File: src/rtl/sbs_pkg.sv
// sbs_pkg: constants, state codes and carriers shared by the system bus sequencer.
// assumes a single clock domain; all bus pins are synchronous to sys_clk.
package sbs_pkg;
  localparam int ADW            = 32;
  localparam int CMDW           = 5;
  localparam int CMD_DATA_BIT   = 4;
  localparam int LINE_WORDS_DEF = 8;
  localparam int BUF_DEPTH_DEF  = 2;

  // command and data identifier codes for the low four command bits
  localparam logic [3:0] CMD_RD_LINE   = 4'h0;
  localparam logic [3:0] CMD_RD_SINGLE = 4'h1;
  localparam logic [3:0] CMD_WR_LINE   = 4'h2;
  localparam logic [3:0] CMD_WR_SINGLE = 4'h3;
  localparam logic [3:0] DID_MORE      = 4'h0;
  localparam logic [3:0] DID_LAST      = 4'h1;

  localparam logic RST_OWNS_N  = 1'b0;
  localparam logic RST_VALID_N = 1'b1;
  localparam logic RST_OE      = 1'b1;

  typedef enum logic [2:0] {
    KIND_IFETCH_MISS = 3'b000,
    KIND_LOAD_MISS   = 3'b001,
    KIND_STORE_MISS  = 3'b010,
    KIND_UNC_LOAD    = 3'b011,
    KIND_UNC_STORE   = 3'b100
  } sbs_kind_t;

  typedef enum logic [2:0] {
    ST_IDLE   = 3'b000,
    ST_ADDR   = 3'b001,
    ST_WDATA  = 3'b010,
    ST_REL    = 3'b011,
    ST_SLAVE  = 3'b100,
    ST_RETAKE = 3'b101
  } sbs_state_t;

  typedef struct packed {
    sbs_kind_t        kind;
    logic [ADW-1:0]   addr;
    logic             victimDirty;
    logic [ADW-1:0]   victimAddr;
  } sbs_req_t;

  typedef struct packed {
    logic [ADW-1:0] data;
    logic           last;
  } sbs_word_t;

  typedef struct packed {
    logic [ADW-1:0] addr;
    logic [ADW-1:0] data;
  } sbs_xwr_t;

  function automatic logic [ADW-1:0] swapBytes(input logic [ADW-1:0] w, input logic en);
    return en ? {w[7:0], w[15:8], w[23:16], w[31:24]} : w;
  endfunction
endpackage

File: src/rtl/sbs_pair_buf.sv
// sbs_pair_buf: small flip-flop buffer with valid/ready on both sides.
// assumes the drain side may stall indefinitely; the fill side sees that as inReady low.
`timescale 1ns/1ps
module sbs_pair_buf #(
  parameter int WIDTH = 32,
  parameter int DEPTH = 2
) (
  input  wire logic             sys_clk,
  input  wire logic             resetn,
  input  wire logic             clkEn,
  input  wire logic             inValid,
  output logic                  inReady,
  input  wire logic [WIDTH-1:0] inData,
  output logic                  outValid,
  input  wire logic             outReady,
  output logic [WIDTH-1:0]      outData
);
  localparam int AW = $clog2(DEPTH);

  if (DEPTH < 2 || (DEPTH & (DEPTH - 1)) != 0 || WIDTH < 1) begin : g_chk
    $error("sbs_pair_buf: DEPTH must be a power of two of at least 2");
  end

  logic [WIDTH-1:0] mem_reg [DEPTH];
  logic [AW-1:0]    wrPtr_reg;
  logic [AW-1:0]    rdPtr_reg;
  logic [AW:0]      count_reg;
  logic             push;
  logic             pop;

  assign inReady  = clkEn && count_reg != (AW+1)'(DEPTH);
  assign outValid = count_reg != '0;
  assign outData  = mem_reg[rdPtr_reg];
  assign push     = inValid && inReady;
  assign pop      = outValid && outReady;

  always_ff @(posedge sys_clk) begin
    if (clkEn && push) begin
      mem_reg[wrPtr_reg] <= inData;
    end
  end

  // power-of-two depth lets the pointers wrap without a compare
  always_ff @(posedge sys_clk) begin
    if (!resetn) begin
      wrPtr_reg <= '0;
      rdPtr_reg <= '0;
      count_reg <= '0;
    end else if (clkEn) begin
      if (push) begin
        wrPtr_reg <= wrPtr_reg + 1'b1;
      end
      if (pop) begin
        rdPtr_reg <= rdPtr_reg + 1'b1;
      end
      if (push && !pop) begin
        count_reg <= count_reg + 1'b1;
      end else if (pop && !push) begin
        count_reg <= count_reg - 1'b1;
      end
    end
  end
endmodule // sbs_pair_buf

File: src/rtl/sbs_seq.sv
// sbs_seq: processor-side request sequencer for the multiplexed system bus.
// assumes bus pins are sampled and driven synchronously; the pad ring resolves the enables.
`timescale 1ns/1ps
// Overview of operation
// - no new request of any kind while a read awaits response data.
// - a read completes when its last response word arrives.
// - a write completes when its last data word has been sent.
// - processor owns bus by default; agent returns it when done.
// - cache misses issue a whole-line read, then wait for response.
// - dirty victim line is written back only after the refill read.
// - store miss reads the line first, then the store is merged.
// - uncached load reads exactly one response word.
// - uncached store writes exactly one data word.
// - uncached writes are never combined into larger writes.
// - bus byte order is big-endian when the byte-order pin is high.
// - reverse-byte-order bit inverts byte order in user mode.
// - address cycles carry the physical address on all 32 lines.
// - command and address/data buses are two-way, driven by requester.
// - a request is address, command, then data for writes and responses.
// - top command bit: 0 means command, 1 means data identifier.
// - drive-valid strobe is low in each cycle the processor drives valid values.
// - back-to-back transactions and response data every cycle are taken.
// - agent requests bus; processor releases it, retakes after the request.
// - processor releases bus itself after a read request.
module sbs_seq #(
  parameter int LINE_WORDS = sbs_pkg::LINE_WORDS_DEF,
  parameter int BUF_DEPTH  = sbs_pkg::BUF_DEPTH_DEF
) (
  input  wire logic                       sys_clk,
  input  wire logic                       resetn,
  input  wire logic                       clkEn,
  input  wire logic                       reqValid,
  output logic                            reqReady,
  input  wire sbs_pkg::sbs_req_t          req,
  input  wire logic                       wrDataValid,
  output logic                            wrDataReady,
  input  wire logic [sbs_pkg::ADW-1:0]    wrData,
  output logic                            rspValid,
  output sbs_pkg::sbs_word_t              rspWord,
  output logic                            doneValid,
  output sbs_pkg::sbs_kind_t              doneKind,
  output logic                            doneMerge,
  output logic                            doneWriteBack,
  output logic                            extWrValid,
  output sbs_pkg::sbs_xwr_t               extWr,
  input  wire logic                       bigEndianPin,
  input  wire logic                       user_reverse_byte_order,
  input  wire logic                       userMode,
  output logic                            byteOrderBig,
  input  wire logic [sbs_pkg::ADW-1:0]    busDataIn,
  output logic [sbs_pkg::ADW-1:0]         busDataOut,
  output logic                            busDataOe,
  input  wire logic [sbs_pkg::CMDW-1:0]   cmdIn,
  output logic [sbs_pkg::CMDW-1:0]        cmdOut,
  output logic                            cmdOe,
  output logic                            proc_drive_valid_n,
  input  wire logic                       agent_drive_valid_n,
  input  wire logic                       agent_accept_n,
  input  wire logic                       agentBusRequest_n,
  output logic                            proc_owns_bus_n
);
  localparam int CW = $clog2(LINE_WORDS + 1);
  localparam logic [CW-1:0] LINE_CNT = CW'(LINE_WORDS);
  localparam logic [CW-1:0] ONE_CNT  = CW'(1);

  if (LINE_WORDS < 2 || LINE_WORDS > 64) begin : g_chk
    $error("sbs_seq: LINE_WORDS must lie between 2 and 64");
  end

  function automatic logic isRead(input logic [3:0] c);
    return c == sbs_pkg::CMD_RD_LINE || c == sbs_pkg::CMD_RD_SINGLE;
  endfunction

  function automatic logic [3:0] cmdOf(input sbs_pkg::sbs_kind_t k);
    unique case (k)
      sbs_pkg::KIND_UNC_LOAD:  return sbs_pkg::CMD_RD_SINGLE;
      sbs_pkg::KIND_UNC_STORE: return sbs_pkg::CMD_WR_SINGLE;
      default:                 return sbs_pkg::CMD_RD_LINE;
    endcase
  endfunction

  sbs_pkg::sbs_state_t      state_reg;
  sbs_pkg::sbs_kind_t       kind_reg;
  logic [3:0]               cmd_reg;
  logic [CW-1:0]            cnt_reg;
  logic [CW-1:0]            readLen_reg;
  logic                     readPending_reg;
  logic                     wbPending_reg;
  logic [sbs_pkg::ADW-1:0]  wbAddr_reg;
  logic                     xExpect_reg;
  logic [sbs_pkg::ADW-1:0]  xAddr_reg;
  logic [sbs_pkg::ADW-1:0]  busOut_reg;
  logic [sbs_pkg::CMDW-1:0] cmdOut_reg;
  logic                     validN_reg;
  logic                     oe_reg;
  logic                     ownsN_reg;
  logic                     bufValid;
  logic [sbs_pkg::ADW-1:0]  bufData;
  logic                     idle;
  logic                     launchWb;
  logic                     take;
  logic                     release_bus;
  logic                     accepted;
  logic                     sendWord;
  logic                     writeDone;
  logic                     rxValid;
  logic                     rxAddr;
  logic                     rxData;
  logic                     xDone;
  logic                     rxRsp;
  logic                     rxLast;
  logic                     swapNow;

  // store data waits here so a slow agent never drops a word
  sbs_pair_buf #(
    .WIDTH (sbs_pkg::ADW),
    .DEPTH (BUF_DEPTH)
  ) u_wbuf (
    .sys_clk  (sys_clk),
    .resetn   (resetn),
    .clkEn    (clkEn),
    .inValid  (wrDataValid),
    .inReady  (wrDataReady),
    .inData   (wrData),
    .outValid (bufValid),
    .outReady (sendWord),
    .outData  (bufData)
  );

  assign swapNow     = user_reverse_byte_order && userMode;
  assign idle        = clkEn && state_reg == sbs_pkg::ST_IDLE; // no handshake while frozen
  assign launchWb    = idle && wbPending_reg && !readPending_reg;
  assign reqReady    = idle && !wbPending_reg && !readPending_reg && agentBusRequest_n;
  assign take        = reqValid && reqReady;
  assign release_bus = idle && !launchWb && !agentBusRequest_n;
  assign accepted    = state_reg == sbs_pkg::ST_ADDR && !agent_accept_n;
  assign sendWord    = state_reg == sbs_pkg::ST_WDATA && cnt_reg != '0 && bufValid;
  assign writeDone   = state_reg == sbs_pkg::ST_WDATA && cnt_reg == '0;
  assign rxValid     = state_reg == sbs_pkg::ST_SLAVE && !agent_drive_valid_n;
  assign rxAddr      = rxValid && !cmdIn[sbs_pkg::CMD_DATA_BIT];
  assign rxData      = rxValid && cmdIn[sbs_pkg::CMD_DATA_BIT];
  assign xDone       = rxData && xExpect_reg;
  assign rxRsp       = rxData && !xExpect_reg && readPending_reg;
  assign rxLast      = rxRsp && (cnt_reg + ONE_CNT == readLen_reg);

  assign busDataOut         = busOut_reg;
  assign cmdOut             = cmdOut_reg;
  assign busDataOe          = oe_reg;
  assign cmdOe              = oe_reg;
  assign proc_drive_valid_n = validN_reg;
  assign proc_owns_bus_n    = ownsN_reg;

  // bus ownership and pin drive
  always_ff @(posedge sys_clk) begin
    if (!resetn) begin
      state_reg  <= sbs_pkg::ST_IDLE;
      busOut_reg <= '0;
      cmdOut_reg <= '0;
      validN_reg <= sbs_pkg::RST_VALID_N;
      oe_reg     <= sbs_pkg::RST_OE;
      ownsN_reg  <= sbs_pkg::RST_OWNS_N;
    end else if (clkEn) begin
      unique case (state_reg)
        sbs_pkg::ST_IDLE: begin
          validN_reg <= 1'b1;
          if (launchWb) begin
            state_reg  <= sbs_pkg::ST_ADDR;
            busOut_reg <= wbAddr_reg;
            cmdOut_reg <= {1'b0, sbs_pkg::CMD_WR_LINE};
            validN_reg <= 1'b0;
          end else if (release_bus) begin
            state_reg <= sbs_pkg::ST_REL;
            oe_reg    <= 1'b0;
            ownsN_reg <= 1'b1;
          end else if (take) begin
            state_reg  <= sbs_pkg::ST_ADDR;
            busOut_reg <= req.addr;
            cmdOut_reg <= {1'b0, cmdOf(req.kind)};
            validN_reg <= 1'b0;
          end
        end
        sbs_pkg::ST_ADDR: begin
          // a refused address cycle is simply repeated until the agent takes it
          if (accepted) begin
            validN_reg <= 1'b1;
            if (isRead(cmd_reg)) begin
              state_reg <= sbs_pkg::ST_REL;
              oe_reg    <= 1'b0;
              ownsN_reg <= 1'b1;
            end else begin
              state_reg <= sbs_pkg::ST_WDATA;
            end
          end
        end
        sbs_pkg::ST_WDATA: begin
          if (writeDone) begin
            state_reg  <= sbs_pkg::ST_IDLE;
            validN_reg <= 1'b1;
          end else if (sendWord) begin
            busOut_reg <= sbs_pkg::swapBytes(bufData, swapNow);
            cmdOut_reg <= {1'b1, (cnt_reg == ONE_CNT) ? sbs_pkg::DID_LAST : sbs_pkg::DID_MORE};
            validN_reg <= 1'b0;
          end else begin
            validN_reg <= 1'b1;
          end
        end
        sbs_pkg::ST_REL: begin
          state_reg <= sbs_pkg::ST_SLAVE;
        end
        sbs_pkg::ST_SLAVE: begin
          if (xDone || rxLast) begin
            state_reg <= sbs_pkg::ST_RETAKE;
          end
        end
        sbs_pkg::ST_RETAKE: begin
          // the agent stopped driving last cycle; we only drive from the next one
          state_reg <= sbs_pkg::ST_IDLE;
          oe_reg    <= 1'b1;
          ownsN_reg <= 1'b0;
        end
        default: begin
          state_reg <= sbs_pkg::ST_IDLE;
        end
      endcase
    end
  end

  // request bookkeeping
  always_ff @(posedge sys_clk) begin
    if (!resetn) begin
      kind_reg        <= sbs_pkg::KIND_IFETCH_MISS;
      cmd_reg         <= sbs_pkg::CMD_RD_LINE;
      cnt_reg         <= '0;
      readLen_reg     <= '0;
      readPending_reg <= 1'b0;
      wbPending_reg   <= 1'b0;
      wbAddr_reg      <= '0;
      xExpect_reg     <= 1'b0;
      xAddr_reg       <= '0;
    end else if (clkEn) begin
      if (take) begin
        kind_reg <= req.kind;
        cmd_reg  <= cmdOf(req.kind);
        if (req.victimDirty && cmdOf(req.kind) == sbs_pkg::CMD_RD_LINE) begin
          wbPending_reg <= 1'b1;
          wbAddr_reg    <= req.victimAddr;
        end
      end
      if (launchWb) begin
        cmd_reg       <= sbs_pkg::CMD_WR_LINE;
        wbPending_reg <= 1'b0;
      end
      if (accepted) begin
        if (isRead(cmd_reg)) begin
          readPending_reg <= 1'b1;
          cnt_reg         <= '0;
          readLen_reg     <= (cmd_reg == sbs_pkg::CMD_RD_LINE) ? LINE_CNT : ONE_CNT;
        end else begin
          cnt_reg <= (cmd_reg == sbs_pkg::CMD_WR_LINE) ? LINE_CNT : ONE_CNT;
        end
      end
      if (sendWord) begin
        cnt_reg <= cnt_reg - ONE_CNT;
      end
      if (rxAddr) begin
        xExpect_reg <= 1'b1;
        xAddr_reg   <= busDataIn;
      end
      if (xDone) begin
        xExpect_reg <= 1'b0;
      end
      if (rxRsp) begin
        cnt_reg <= cnt_reg + ONE_CNT;
      end
      if (rxLast) begin
        readPending_reg <= 1'b0;
      end
    end
  end

  // user-side results
  always_ff @(posedge sys_clk) begin
    if (!resetn) begin
      rspValid      <= 1'b0;
      rspWord       <= '0;
      doneValid     <= 1'b0;
      doneKind      <= sbs_pkg::KIND_IFETCH_MISS;
      doneMerge     <= 1'b0;
      doneWriteBack <= 1'b0;
      extWrValid    <= 1'b0;
      extWr         <= '0;
      byteOrderBig  <= 1'b0;
    end else if (clkEn) begin
      rspValid      <= rxRsp;
      rspWord       <= '{data: sbs_pkg::swapBytes(busDataIn, swapNow), last: rxLast};
      doneValid     <= rxLast || writeDone;
      doneKind      <= kind_reg;
      doneMerge     <= rxLast && kind_reg == sbs_pkg::KIND_STORE_MISS;
      doneWriteBack <= writeDone && cmd_reg == sbs_pkg::CMD_WR_LINE;
      extWrValid    <= xDone;
      extWr         <= '{addr: xAddr_reg, data: busDataIn};
      byteOrderBig  <= bigEndianPin ^ swapNow;
    end
  end
endmodule // sbs_seq
File: config.mk
export PLATFORM = sky130hd
export DESIGN_NAME = sbs_seq
export DESIGN_NICKNAME = d
export VERILOG_FILES = /design/src/rtl/sbs_pkg.sv /design/src/rtl/sbs_pair_buf.sv /design/src/rtl/sbs_seq.sv
export SDC_FILE = /design/constraint.sdc
export NUM_CORES = 1
export LEC_CHECK = 0
export ABC_CLOCK_PERIOD_IN_PS = 3400
export BUFFER_PORTS_ARGS = -buffer_cell sky130_fd_sc_hd__buf_2
export CORE_ASPECT_RATIO = 0.6
export CORE_MARGIN = 2
export CORE_UTILIZATION = 55
export CTS_BUF_LIST = sky130_fd_sc_hd__clkbuf_8
export CTS_CLUSTER_SIZE = 14
export DETAILED_ROUTE_END_ITERATION = 12
export PLACE_DENSITY = 0.81
export SLEW_MARGIN = 20
export SYNTH_ARGS = -nofsm -noshare
export SYNTH_HDL_FRONTEND = slang
export SYNTH_SLANG_ARGS = --single-unit
File: constraint.sdc
create_clock -name sys_clk -period 3.4 [get_ports sys_clk]
set_input_delay 1.02 -clock sys_clk [delete_from_list [all_inputs] [get_ports sys_clk]]
set_output_delay 1.02 -clock sys_clk [all_outputs]
set_load 0.01 [all_outputs]
# Yosys cells after proc, flatten, opt, wreduce, memory -nomap -nowiden
# Memories as Yosys holds them, arrays and structs flattened. A register that Yosys moved wholly into a read port is not among the register bits.
# Index checks and enable logic that the tools add are counted.
[classes]
mux = 63
eq_ne = 24
bitwise = 1
n_addsub = 6
n_reduce_logical = 75
[ops]
columns = ["operator", "count"]
rows = [
  ["32-bit two-way mux", 7],
  ["32-bit case mux with 2 select lines", 1],
  ["4-bit two-way mux", 10],
  ["1-bit logical AND", 30],
  ["1-bit two-way mux", 26],
  ["5-bit two-way mux", 5],
  ["3-bit two-way mux", 6],
  ["2-bit AND reduction", 8],
  ["2-bit nonzero test", 8],
  ["3-bit case mux with 5 select lines", 1],
  ["3-bit AND reduction", 5],
  ["3-bit by 2-bit equality test with 1-bit output, second input constant", 4],
  ["4-bit logical NOT", 3],
  ["2-bit != test, second input constant", 6],
  ["6-bit AND reduction", 2],
  ["1-bit logical NOT", 10],
  ["5-bit case mux with 2 select lines", 1],
  ["3-bit equality test, second input constant", 3],
  ["1-bit case mux with 3 select lines", 3],
  ["3-bit nonzero test", 3],
  ["4-bit by 1-bit equality test with 1-bit output, second input constant", 2],
  ["2-bit by 1-bit != test with 1-bit output, second input constant", 3],
  ["3-bit != test, second input constant", 2],
  ["5-bit AND reduction", 1],
  ["15 further kinds", 19],
]
[totals]
ram_bits = 64
memories = 1
output_inout_bits = 149
register_bits = 235
wordCells = 199
in_bits = 148
[mem_list]
columns = ["name", "words", "width", "read_ports", "rd_clocked_by_memory_dff", "write_ports", "line", "source"]
rows = [
  ["u_wbuf.mem_reg", 2, 32, 1, 1, 1, "sbs_pair_buf.sv:24", "logic [WIDTH-1:0] mem_reg [DEPTH];"],
]

# Longest topological paths before layout
[logic_depth]
word_depth = 14
ltp_mapped = 11
mapped_depth_nobuf = 10

# Cells and area by module
# From an unflattened synthesis, not the netlist that was laid out.
[unflattened]
hier_cells = 1241
area_unflattened_um2 = 12545.8
[modules_own_cells]
columns = ["mod", "area_per_inst_um2", "cells_each", "seq_area_each_um2", "instances"]
rows = [
  ["sbs_seq", 9953.3, 1114, 4504.3, 1],
  ["sbs_pair_buf", 2592.5, 127, 2021.9, 1],
]

# Worst setup path before layout
# Ideal clock, no wire load.
[synth_path]
kind = "input to register"
from = "in clkEn"
to = "mem u_wbuf.mem_reg[0][0], enable pin"
required_time_ns = 2.979
arrival_time_ns = 2.903
path_buffers = 0
path_slack_ns = 0.076
stages = 4
cell_sequence = "inv_1 > a21oi_1 > nand2_1 > nor2_1"
[synth_via]
elab_chain_len = 5
[synth_rtl]
columns = ["item", "line", "source"]
rows = [
  ["from (decl)", "sbs_seq.sv:31", "input wire logic clkEn,"],
  ["1-bit logical AND", "sbs_pair_buf.sv:31", "assign inReady = clkEn && count_reg != (AW+1)'(DEPTH);"],
  ["net wrDataReady", "sbs_seq.sv:36", "output logic wrDataReady,"],
  ["1-bit logical AND", "sbs_pair_buf.sv:34", "assign push = inValid && inReady;"],
  ["1-bit logical AND", "sbs_pair_buf.sv:38", "if (clkEn && push) begin"],
  ["1-bit two-way mux", "sbs_pair_buf.sv:38", ""],
  ["1-bit two-way mux (implied by the code)", "sbs_pair_buf.sv:39", "mem_reg[wrPtr_reg] <= inData;"],
  ["to (decl)", "sbs_pair_buf.sv:24", ""],
]
# The timed path passes the listed nets, and every way through them passes these cells.

# Final worst setup path
[layout_path]
from = "in clkEn"
to = "out reqReady"
[layout_via]
elab_chain_len = 4
[layout_rtl]
columns = ["item", "line", "source"]
rows = [
  ["1-bit logical AND", "sbs_seq.sv:131", "assign idle = clkEn && state_reg == sbs_pkg::ST_IDLE;"],
  ["1-bit logical AND (3 in a row)", "sbs_seq.sv:133", "assign reqReady = idle && !wbPending_reg && !readPending_reg && agentBusRequest_n;"],
  ["to (decl)", "sbs_seq.sv:33", "output logic reqReady,"],
]
# No other way between the ends.

==> results.py <==
metrics = {
    "status": {
        "status": "completed",
    },
    "finish": {
        "final_common_cell": "buf_2",
        "n_fill_cell": 1755,
        "utilization_pct": 67.2,
        "nets": 1614,
        "area.growth.synth_to_final_pct": 20.6,
        "drive_above_1_share_pct": 30.4,
        "design_area_um2": 14800,
        "layout_common_cells": "buf_2, dfxtp_1, nand2_1",
    },
    "worst_setup_path": {
        "crit_type": "input port to output pin",
        "cp_num_buf_inv": 2,
        "worst-r2r-setup-slack_ns": 0.77,
        "cpMaxStageDelayCell": "or3b_4",
        "start_kind": "input port",
        "cp_data_required_time_ns": 2.38,
        "reg2reg_depth": 10,
        "timing.rr.end": "u_wbuf.count_reg[1]$_SDFFE_PN0P_",
        "max_stage_delay_ns": 0.39,
        "path_delay_family": "simple AND/OR/NAND/NOR gates",
        "cp_cell_sequence": "buf_6 -> or3b_4 -> or2_2 -> nor3b_1 -> buf_2",
        "critPathCaptureType": "output pin",
        "timing.rr.start": "cnt_reg[0]$_SDFFE_PN0P_",
        "cp.arrival_ns": 2.16,
        "path_max_fanout": 3,
    },
    "synthesis": {
        "yosys.area.top_type": "dfxtp_1",
        "synth-seq-cells": 294,
        "yosysSeqAreaShare_pct": 53.3,
        "synthesis.instances": 1191,
        "synth_cell_types": 60,
        "synth.area.top_cells": "dfxtp_1, edfxtp_1, mux2i_1",
        "synth_area_per_cell_um2": 10.3,
        "ys_warn_count": 0,
        "synth_top_cell_area_share_pct": 37.6,
        "synth_flop_cell": "dfxtp_1",
        "netlist_area_um2": 12200,
        "async_flop_share_pct": 0,
        "synth_edf_count": 64,
    },
    "global_route": {
        "grt_max_degree": 141,
        "grt_usage_pct": 29.3,
        "grt_pass1_vias": 9657,
        "grt_overflow": 0,
        "antenna_found_initial": 4,
        "grt_pass1_wl_um": 53400,
    },
    "timing": {
        "slew_headroom_pct": 42.2,
        "hold_viol": 0,
        "tightest_slew_ns": 0.867,
        "setup_viol": 0,
        "max_freq_ghz": 0.315,
        "setup_ws_ns": 0.224,
        "period_share_pct": 93.4,
        "tns_ns": 0,
        "clock_skew_ns": 0.0279,
        "slew_viol_final": 0,
        "min_period_ns": 3.18,
        "rsz0062_at_grt": "no",
    },
    "clock_network": {
        "clk_pin_slew_ns": 0.06,
        "cts_made_buffers": 43,
        "clk_path_buf_depth": 3,
        "post-cts-setup-buffers": 0,
        "clk_latency_ns": 0.56,
        "cts_tree": "built",
        "holdBufCountCts": 0,
        "htreeDepth": 2,
        "root_buffer": "clkbuf_8",
        "post_cts_resize_count": 0,
        "clock-sinks": 294,
    },
    "hold_path": {
        "min_from": "xAddr_reg[1]$_SDFFE_PN0P_",
        "hold_path_end": "xAddr_reg[1]$_SDFFE_PN0P_",
        "min_path_type": "register to register",
        "min_delay_path_depth": 2,
    },
    "power_and_ir_drop": {
        "p_leak_nw": 6.24,
        "p_per_area_nw_per_um2": 489,
        "irDropWorstVdd_uv": 392,
        "total_power_mw": 7.21,
    },
    "place": {
        "place_congestion": 0.936,
        "placed_area_um2": 14000,
        "post-place-ws_ns": 0.247,
        "io_buffer_count": 290,
        "hpwlAfterDp_um": 24600,
    },
    "drt": {
        "wire_per_inst_um": 19.5,
        "wirelength_um": 34800,
        "via_per_inst": 5.77,
        "drc": 0,
        "antenna_left": 0,
        "drtPass1Iterations": 5,
        "via_count": 10300,
        "initialDrtViolationCount": 1069,
    },
    "die": {
        "core_um2": 22000,
        "die_h_um": 120,
        "die_x_um": 197,
        "rows": 42,
        "die_area_um2": 23500,
        "start_util_pct": 55.8,
        "design.portCount": 297,
    },
    "job": {
        "maxCapViolCount": 0,
    },
}
routing by layer:
metal / wire length [um] / GRT usage (%) / up-vias
li1: - / - / 4757
met1: 15700 / 44.8 / 4964
met2: 14400 / 40.6 / 500
met3: 3840 / 7.84 / 67
met4: 861 / 8.60 / 0
met5: 0 / 0 / -
layout make-up:
type,instances,area (um2),share of cell area [%]
inverters,10,42.5,0.288
repair buffers,320,1750,11.8
clock buffers,51,702,4.75
multi-input cells,792,5290,35.8
diodes,4,10.0,0.0678
flip-flops and latches,294,6530,44.2
clock inverters,25,93.8,0.636
well taps,286,358,2.42
worst reg2reg max path, stage by stage, from the launching register on:
cell	delay, ns
dfxtp_1	0.52
inv_1	0.12
ha_1	0.21
or3b_1	0.26
and3_1	0.37
inv_1	0.21
ha_1	0.32
nand2b_1	0.17
nor2_1	0.16
xnor2_1	0.13
nor2_1	0.05
stage by stage:
stage,hold WS (ns),instances
final,0.455,1782
after global routing,0.475,1780
after CTS,0.456,1778
after detailed placement,0.447,1702
after global placement,0.439,1702
after floorplan,0.434,1192
cell usage after synthesis (all sizes together) (6+ instances only):
| cell type | number |
|---|---|
| o22ai | 32 |
| a21oi | 84 |
| nand2b | 6 |
| dfxtp | 230 |
| mux4 | 32 |
| inv | 10 |
| clkbuf | 61 |
| mux2i | 105 |
| o21ai | 6 |
| mux2 | 32 |
| edfxtp | 64 |
| a311oi | 34 |
| nand3 | 35 |
| buf | 35 |
| nand2 | 215 |
| nor2 | 132 |
worst max path at each step:
stage,depth (start not counted),start,to
2_1_floorplan,4,clkEn,u_wbuf.mem_reg[0][0]$_DFFE_PP_
3_3_place_gp,5,clkEn,reqReady
3_5_place_dp,5,clkEn,reqReady
4_1_cts,5,clkEn,reqReady
5_1_grt,4,state_reg[0]$_SDFFE_PN0P_,reqReady
6_report,5,clkEn,reqReady
kinds of logic (layout without fill, tap and decap cells):
family / Yosys count / count (layout) / share of synthesized area [%]
other: 1 / 6 / 0.0306
AO/OA/AOI/OAI: 183 / 183 / 9.73
buffers and inverters: 106 / 406 / 3.76
AND/OR/NAND/NOR: 423 / 423 / 14.6
adder cells (fa/ha/maj): 5 / 5 / 0.511
flip-flops: 294 / 294 / 53.3
XOR/XNOR: 10 / 10 / 0.715
multiplexers: 169 / 169 / 17.4
power breakdown:
part           internal (mW)  switching, mW
Sequential              3.69         0.0709
Clock                   1.35           1.30
Combinational          0.334          0.465
Total                   5.37           1.84
Note: power is estimated with default switching activity, not from simulation.
